$ cat config.mk
export PLATFORM = sky130hd
export DESIGN_NAME = rrsa_hub_flat
export DESIGN_NICKNAME = d
export VERILOG_FILES = /design/src/inc/rrsa_pkg.sv /design/src/inc/rrsa_if.sv /design/src/hw/rrsa_hub.sv /design/src/flat_wrapper.sv
export VERILOG_INCLUDE_DIRS = /design/src /design/src/inc
export SDC_FILE = /design/constraint.sdc
export NUM_CORES = 1
export LEC_CHECK = 0
export ABC_AREA = 1
export BUFFER_PORTS_ARGS = -buffer_cell sky130_fd_sc_hd__buf_4
export CAP_MARGIN = 20
export CELL_PAD_IN_SITES_DETAIL_PLACEMENT = 0
export CELL_PAD_IN_SITES_GLOBAL_PLACEMENT = 1
export CORE_AREA = 10 10 271 273
export CTS_BUF_LIST = sky130_fd_sc_hd__clkbuf_2
export DETAILED_ROUTE_END_ITERATION = 6
export DIE_AREA = 0 0 281 283
export GPL_ROUTABILITY_DRIVEN = 0
export PLACE_DENSITY = 0.45
export REMOVE_ABC_BUFFERS = 1
export SYNTH_ARGS = -nofsm -noshare
export SYNTH_HDL_FRONTEND = slang
export SYNTH_SLANG_ARGS = --single-unit
$ cat constraint.sdc
create_clock -name mclk_i -period 3.45 [get_ports mclk_i]
set_input_delay 1.035 -clock mclk_i [delete_from_list [all_inputs] [get_ports mclk_i]]
set_output_delay 1.035 -clock mclk_i [all_outputs]
set_load 0.05 [all_outputs]
$ cat src/inc/rrsa_defines.svh
`ifndef RRSA_DEFINES_SVH
`define RRSA_DEFINES_SVH

// Sizes of the core array and the common pins
`define RRSA_NCORE 8
`define RRSA_NPIN 32
`define RRSA_CNT_W 32

// System clock period in ns
`define RRSA_CLK_PERIOD_NS 10

// Arbiter timing in system clocks
`define RRSA_HUB_DIV 2
`define RRSA_SLOT_CLKS (`RRSA_HUB_DIV)
`define RRSA_ROT_CLKS (`RRSA_SLOT_CLKS * `RRSA_NCORE)
`define RRSA_EXEC_CLKS 7
`define RRSA_MAX_WAIT_CLKS (`RRSA_ROT_CLKS - 1)
`define RRSA_MAX_LAT_CLKS (`RRSA_MAX_WAIT_CLKS + `RRSA_EXEC_CLKS)
`define RRSA_SPARE_CLKS (`RRSA_ROT_CLKS - `RRSA_EXEC_CLKS)

// Reset values
`define RRSA_PHASE_RST 4'h0
`define RRSA_CLKSRC_RST 2'h0

`endif

$ cat src/inc/rrsa_pkg.sv
package rrsa_pkg;

   // System clock source selection
   typedef enum logic [1:0]
   {
      RRSA_SRC_RC = 2'b00,
      RRSA_SRC_XTAL = 2'b01,
      RRSA_SRC_PLL = 2'b10
   } rrsa_clksrc_e;

   // Per-core shared-access sequence
   typedef enum logic [1:0]
   {
      RRSA_CORE_IDLE = 2'b00,
      RRSA_CORE_WAIT = 2'b01,
      RRSA_CORE_EXEC = 2'b10
   } rrsa_core_e;

   typedef logic [2:0] rrsa_core_id_t;

endpackage : rrsa_pkg

$ cat src/inc/rrsa_if.sv
`timescale 1ns/1ns
`include "rrsa_defines.svh"

interface rrsa_if
#(
   parameter int NCORE = `RRSA_NCORE,
   parameter int NPIN = `RRSA_NPIN,
   parameter int CNT_W = `RRSA_CNT_W
);
   // Shared-access handshake, one bit per core, plus the current slot number
   logic [NCORE-1:0] req;
   logic [NCORE-1:0] grant;
   logic [NCORE-1:0] done;
   logic [2:0] slot;
   // Common resources
   logic [NCORE*NPIN-1:0] io_dir;
   logic [NCORE*NPIN-1:0] io_out;
   logic [NPIN-1:0] io_in;
   logic [CNT_W-1:0] sys_cnt;

   modport hub
   (
      input req,
      input io_dir,
      input io_out,
      output grant,
      output done,
      output slot,
      output io_in,
      output sys_cnt
   );

   modport cores
   (
      output req,
      output io_dir,
      output io_out,
      input grant,
      input done,
      input slot,
      input io_in,
      input sys_cnt
   );
endinterface : rrsa_if

$ cat src/hw/rrsa_hub.sv
`timescale 1ns/1ns
`include "rrsa_defines.svh"
// Summary of operation
// - Turns rotate core zero to seven, wrap
// - Arbiter advances at half system clock
// - One window per core every sixteen clocks
// - Shared op aligns to window, runs seven
// - Late request waits up to fifteen clocks
// - Total latency seven to twenty-two clocks
// - Nine spare clocks after op completes
// - Next core window two clocks later
// - Cores never stall one another
// - One core granted at a time, arbiter free-running
// - Pins and counter bypass the arbiter
// - Eight identical cores, one clock
// - Clock source selectable at run time
module rrsa_hub
   import rrsa_pkg::*;
#(
   parameter int NCORE = `RRSA_NCORE,
   parameter int NPIN = `RRSA_NPIN,
   parameter int CNT_W = `RRSA_CNT_W
)
(
   // Clock and reset
   input wire logic mclk_i,
   input wire logic rstn_i,
   // Core side
   rrsa_if.hub bus,
   // Clock source selection
   input wire logic [1:0] clk_src_sel_i,
   input wire logic clk_src_wr_i,
   output logic [1:0] clk_src_o,
   output logic clk_src_err_o,
   // Common pins
   input wire logic [NPIN-1:0] pin_i,
   output logic [NPIN-1:0] pin_o,
   output logic [NPIN-1:0] pin_oe_n_o,
   // Status
   output logic [2:0] slot_o,
   output logic [NCORE-1:0] busy_o
);

   localparam logic [2:0] EXEC_LOAD = 3'(`RRSA_EXEC_CLKS);
   localparam logic [3:0] PHASE_LAST = 4'(`RRSA_ROT_CLKS - 1);

   // System clock phase within one rotation
   logic [3:0] phase_reg;
   logic [3:0] phase_next;
   logic [CNT_W-1:0] cnt_reg;
   logic [CNT_W-1:0] cnt_next;
   logic [NCORE-1:0] grant_reg;
   logic [NCORE-1:0] done_reg;
   logic [2:0] slot_reg;
   logic [NCORE-1:0] busy_reg;
   logic [1:0] clk_src_reg;
   logic clk_src_err_reg;
   logic [NPIN-1:0] pin_meta_reg;
   logic [NPIN-1:0] pin_sync_reg;
   logic [NPIN-1:0] pin_out_reg;
   logic [NPIN-1:0] pin_oe_n_reg;
   wire [NCORE-1:0] win_open;
   wire [NCORE-1:0] grant_next;
   wire [NCORE-1:0] done_next;
   wire [NPIN-1:0] dir_any;
   wire [NPIN-1:0] out_any;
   wire src_legal;

   assign phase_next = (phase_reg == PHASE_LAST) ? 4'h0 : phase_reg + 4'h1;
   assign cnt_next = cnt_reg + {{(CNT_W-1){1'b0}}, 1'b1};

   // Window for core k opens at phase 2k
   genvar k;
   generate
      for (k = 0; k < NCORE; k++)
      begin : g_core
         logic [2:0] exec_reg;
         logic [2:0] exec_next;
         wire exec_busy;
         assign win_open[k] = (phase_reg == 4'(k * `RRSA_SLOT_CLKS));
         assign exec_busy = (exec_reg != 3'h0);
         // Only the owner of the slot may start; idle slots stay idle
         assign grant_next[k] = win_open[k] & bus.req[k] & ~exec_busy;
         assign done_next[k] = (exec_reg == 3'h1);
         assign exec_next = grant_next[k] ? EXEC_LOAD :
                            exec_busy ? exec_reg - 3'h1 : 3'h0;

         always_ff @(posedge mclk_i or negedge rstn_i)
         begin
            if (!rstn_i)
            begin
               exec_reg <= 3'h0;
               busy_reg[k] <= 1'b0;
            end
            else
            begin
               exec_reg <= exec_next;
               busy_reg[k] <= (exec_next != 3'h0);
            end
         end
      end
   endgenerate

   // Wired-OR merge of per-core pin drivers
   generate
      for (k = 0; k < NPIN; k++)
      begin : g_pin
         logic [NCORE-1:0] dir_col;
         logic [NCORE-1:0] out_col;
         genvar c;
         for (c = 0; c < NCORE; c++)
         begin : g_col
            assign dir_col[c] = bus.io_dir[c*NPIN+k];
            assign out_col[c] = bus.io_out[c*NPIN+k] & bus.io_dir[c*NPIN+k];
         end
         assign dir_any[k] = |dir_col;
         assign out_any[k] = |out_col;
      end
   endgenerate

   assign src_legal = (clk_src_sel_i == RRSA_SRC_RC) ||
                      (clk_src_sel_i == RRSA_SRC_XTAL) ||
                      (clk_src_sel_i == RRSA_SRC_PLL);

   always_ff @(posedge mclk_i or negedge rstn_i)
   begin
      if (!rstn_i)
      begin
         phase_reg <= `RRSA_PHASE_RST;
         slot_reg <= 3'h0;
         cnt_reg <= '0;
         grant_reg <= '0;
         done_reg <= '0;
      end
      else
      begin
         phase_reg <= phase_next;
         slot_reg <= phase_next[3:1];
         cnt_reg <= cnt_next;
         grant_reg <= grant_next;
         done_reg <= done_next;
      end
   end

   // Clock source register, illegal codes are refused
   always_ff @(posedge mclk_i or negedge rstn_i)
   begin
      if (!rstn_i)
      begin
         clk_src_reg <= `RRSA_CLKSRC_RST;
         clk_src_err_reg <= 1'b0;
      end
      else if (clk_src_wr_i)
      begin
         if (src_legal)
         begin
            clk_src_reg <= clk_src_sel_i;
         end
         clk_src_err_reg <= ~src_legal;
      end
   end

   always_ff @(posedge mclk_i or negedge rstn_i)
   begin
      if (!rstn_i)
      begin
         pin_meta_reg <= '0;
         pin_sync_reg <= '0;
         pin_out_reg <= '0;
         pin_oe_n_reg <= '1;
      end
      else
      begin
         pin_meta_reg <= pin_i;
         pin_sync_reg <= pin_meta_reg;
         pin_out_reg <= out_any;
         pin_oe_n_reg <= ~dir_any;
      end
   end

   assign bus.grant = grant_reg;
   assign bus.done = done_reg;
   assign bus.slot = slot_reg;
   assign bus.io_in = pin_sync_reg;
   assign bus.sys_cnt = cnt_reg;
   assign clk_src_o = clk_src_reg;
   assign clk_src_err_o = clk_src_err_reg;
   assign pin_o = pin_out_reg;
   assign pin_oe_n_o = pin_oe_n_reg;
   assign slot_o = slot_reg;
   assign busy_o = busy_reg;

endmodule : rrsa_hub

$ cat src/flat_wrapper.sv
// flat-port wrapper written by rule: the top's interface ports become plain ports
module rrsa_hub_flat import rrsa_pkg::*;
#(
   parameter int NCORE = `RRSA_NCORE,
   parameter int NPIN = `RRSA_NPIN,
   parameter int CNT_W = `RRSA_CNT_W
)
  (mclk_i, rstn_i, clk_src_sel_i, clk_src_wr_i, clk_src_o, clk_src_err_o, pin_i, pin_o, pin_oe_n_o, slot_o, busy_o, bus_req, bus_io_dir, bus_io_out, bus_grant, bus_done, bus_slot, bus_io_in, bus_sys_cnt);
  rrsa_if #(.NCORE(NCORE), .NPIN(NPIN), .CNT_W(CNT_W)) bus_i ();
  input wire logic mclk_i;
  input wire logic rstn_i;
  input wire logic [1:0] clk_src_sel_i;
  input wire logic clk_src_wr_i;
  output logic [1:0] clk_src_o;
  output logic clk_src_err_o;
  input wire logic [NPIN-1:0] pin_i;
  output logic [NPIN-1:0] pin_o;
  output logic [NPIN-1:0] pin_oe_n_o;
  output logic [2:0] slot_o;
  output logic [NCORE-1:0] busy_o;
  input wire logic [$bits(bus_i.req)-1:0] bus_req;
  input wire logic [$bits(bus_i.io_dir)-1:0] bus_io_dir;
  input wire logic [$bits(bus_i.io_out)-1:0] bus_io_out;
  output wire logic [$bits(bus_i.grant)-1:0] bus_grant;
  output wire logic [$bits(bus_i.done)-1:0] bus_done;
  output wire logic [$bits(bus_i.slot)-1:0] bus_slot;
  output wire logic [$bits(bus_i.io_in)-1:0] bus_io_in;
  output wire logic [$bits(bus_i.sys_cnt)-1:0] bus_sys_cnt;
  assign bus_i.req = bus_req;
  assign bus_i.io_dir = bus_io_dir;
  assign bus_i.io_out = bus_io_out;
  assign bus_grant = bus_i.grant;
  assign bus_done = bus_i.done;
  assign bus_slot = bus_i.slot;
  assign bus_io_in = bus_i.io_in;
  assign bus_sys_cnt = bus_i.sys_cnt;
  rrsa_hub #(.NCORE(NCORE), .NPIN(NPIN), .CNT_W(CNT_W)) u_core (.mclk_i(mclk_i), .rstn_i(rstn_i), .bus(bus_i), .clk_src_sel_i(clk_src_sel_i), .clk_src_wr_i(clk_src_wr_i), .clk_src_o(clk_src_o), .clk_src_err_o(clk_src_err_o), .pin_i(pin_i), .pin_o(pin_o), .pin_oe_n_o(pin_oe_n_o), .slot_o(slot_o), .busy_o(busy_o));
endmodule
==> impl_metrics.tcl <==
set metrics [dict create \
    start_util_pct 14.2 \
    grt-ovfl-total 0 \
    die_h_um 283 \
    worst_slew_pin_slew_ns 0.958 \
    num_rows 96 \
    drt_iter0_drc 365 \
    multi_input_area_sq_um 3890 \
    power.internal_w 0.00494 \
    cp_data_arrival_time_ns 1.80 \
    cts-buffers-inserted 71 \
    layout_commonest_cell "buf_4" \
    peakVddDrop_mv 0.129 \
    die_area_sq_um 79500 \
    synthCells 1008 \
    p_seq_share_pct 38.6 \
    swShare_pct 35.2 \
    ant_nets 0 \
    dpl.hpwl_um 48500 \
    synth-seq-cells 215 \
    final-setup-viol-count 0 \
    clkTransAtPathRegs_ns 0.10 \
    seq_area_frac_synth_pct 56.2 \
    end_kind "output port" \
    wirelength_um 55400 \
    rr_startpoint "u_core.g_core[3].exec_reg[0]" \
    cp_top_family "flip-flops" \
    coreArea_sq_um 68100 \
    drc 0 \
    rrSetupSlack_ns 1.74 \
    r2r-end "u_core.busy_o[3]" \
    utilization_pct 25.3 \
    routedWlPerCell_um 20.0 \
    worst-path-max-fanout 1 \
    ff2ff_path_depth 6 \
    hold_class "in2reg" \
    slowest_delay_ns 0.61 \
    worst-path-buf-inv 1 \
    ys_types 26 \
    cts_setup_buffers 0 \
    min_path_cells 1 \
    root_buffer "clkbuf_2" \
    power_switching_w 0.00268 \
    relSlewSlack_pct 35.5 \
    cts_tree "built" \
    final_layout_size_suffix_gt1_share_pct 48.9 \
    grt_pass1_wl_um 78900 \
    grt_pass1_vias 11900 \
    seqCellArea_sq_um 5420 \
    avgSynthCellArea_sq_um 9.57 \
    worstHoldEndpoint "u_core.pin_meta_reg[17]" \
    vias 10400 \
    fin_setup_tns_ns 0 \
    nFillCells 7442 \
    power_frac_comb_pct 30.3 \
    port_buffers 717 \
    crit_path_start_kind "flop" \
    maxCapViolCount 0 \
    finClkSkew_ns 0.0666 \
    insertion_delay_ns 0.98 \
    area_delta_synth_final_pct 78.7 \
    drv_slew 0 \
    rsz0062_at_grt "no" \
    required_ns 2.41 \
    antenna_found_initial 5 \
    layout_min_cycle_time_ns 2.84 \
    finalNetCount 2415 \
    die_x_um 281 \
    via_per_inst 3.77 \
    power_leakage_nw 8.73 \
    clkPwrFrac_pct 31.1 \
    cp_slowest_cell "dfstp_2" \
    io_pins 718 \
    netlist_area_sq_um 9640 \
    cts-htree-levels 3 \
    path_cells "buf_4" \
    status "finished clean" \
    hold_start "pin_i[17]" \
    clock.fmax_ghz 0.352 \
    grt_start_max_net_pins 71 \
    powerDensity_nw_per_um2 442 \
    grtUsageTotal_pct 13.6 \
    path_depth 1 \
    layout_common_cells "717 x buf_4, 269 x nand2_1, 183 x dfrtp_1" \
    timing.final.crit_share_pct 82.3 \
    final-hold-violation-count 0 \
    yosysWarnings 0 \
    drt_pass1_iterations 4 \
    cts_sinks 215 \
    critPathKind "reg2out" \
    cts.path.max_buffers 3 \
]
final cells by class:
| type | instances | area share, % |
|---|---|---|
| tap | 882 | 6.40 |
| antenna | 5 | 0.0726 |
| sequential | 215 | 31.4 |
| inverter | 78 | 1.70 |
| clock inverter | 6 | 0.588 |
| timing repair buffer | 755 | 33.6 |
| multi-input combinational | 709 | 22.6 |
| clock buffer | 123 | 3.57 |
what timing repair did:
item	in CTS	in global routing
resized for setup	0	0
endpoints found under the hold margin	52	0
hold buffers	34	0
per-stage QoR:
step / total power [W] / setup slack (ns) / std cells / hold slack, ns / instance area [sq um]
6_report: 0.00762 / 0.612 / 2773 / 0.231 / 17200
5_1_grt: 0.00825 / 0.349 / 2773 / 0.00994 / 17200
4_1_cts: 0.00786 / 0.371 / 2768 / 0.00818 / 17200
3_5_place_dp: 0.00531 / 1.10 / 2605 / 0.335 / 16200
3_3_place_gp: 0.00530 / 0.355 / 2604 / 0.331 / 16200
2_1_floorplan: 0.00419 / 1.43 / 1002 / 0.331 / 9600
power by group through the flow:
stage | sequential [W] | combinational [W] | clock (W)
finish | 0.00294 | 0.00231 | 0.00237
global route | 0.00297 | 0.00259 | 0.00269
CTS | 0.00295 | 0.00236 | 0.00255
detailed placement | 0.00299 | 0.00232 | 0
global placement | 0.00299 | 0.00231 | 0
floorplan | 0.00339 | 0.000799 | 0
cell families (layout without fill, tap and decap cells):
group	after synthesis	after routing	share of synthesized area, %
adders and majority gates	28	28	3.63
xor gates and xnor gates	19	19	1.80
other	0	5	0
and+or+nand+nor	570	570	27.2
AOI/OAI and AO/OA	92	92	7.63
DFF	215	215	56.2
buffers and inverters	84	962	3.50
cells in the mapped netlist:
| library cell | number | area share (%) |
|---|---|---|
| nand2_4 | 2 | 0.23 |
| nor2_8 | 2 | 0.42 |
| buf_4 | 6 | 0.47 |
| nor3_1 | 1 | 0.052 |
| dfstp_2 | 32 | 8.7 |
| a21oi_1 | 5 | 0.26 |
| o21ai_0 | 13 | 0.67 |
| xor2_2 | 1 | 0.17 |
| o211ai_1 | 2 | 0.16 |
| ha_1 | 28 | 3.6 |
| nand2_1 | 269 | 10 |
| nand3_1 | 15 | 0.78 |
| nor4_1 | 52 | 3.4 |
| and2_1 | 20 | 1.3 |
| inv_1 | 78 | 3.0 |
| nor2_4 | 4 | 0.47 |
| or2_2 | 30 | 1.9 |
| nor2_2 | 2 | 0.13 |
| a22o_1 | 72 | 6.5 |
| xor2_1 | 12 | 1.1 |
| nand3b_1 | 8 | 0.62 |
| nand2_2 | 2 | 0.13 |
| xnor2_1 | 6 | 0.54 |
| nand4_1 | 37 | 2.4 |
| dfrtp_1 | 183 | 47 |
| nor2_1 | 126 | 4.9 |
worst max-delay path by stage:
stage | start | to
floorplan | u_core.phase_reg[2] | bus_slot[1]
global placement | bus_io_dir[226] | u_core.pin_oe_n_o[2]
detailed placement | bus_io_dir[237] | u_core.pin_oe_n_o[13]
CTS | u_core.pin_oe_n_o[14] | pin_oe_n_o[14]
global route | u_core.pin_oe_n_o[14] | pin_oe_n_o[14]
finish | u_core.pin_oe_n_o[14] | pin_oe_n_o[14]
per-layer routing:
layer	track usage [%]	part of all wire, %	wire length [um]	up-vias
met4	4.95	3.2	1800	0
met1	12.7	33	18400	4828
met5	0	0	0	-
met2	25.1	53	29400	448
li1	-	-	-	5064
met3	6.58	11	5880	109
(Power assumes the default switching activity.)
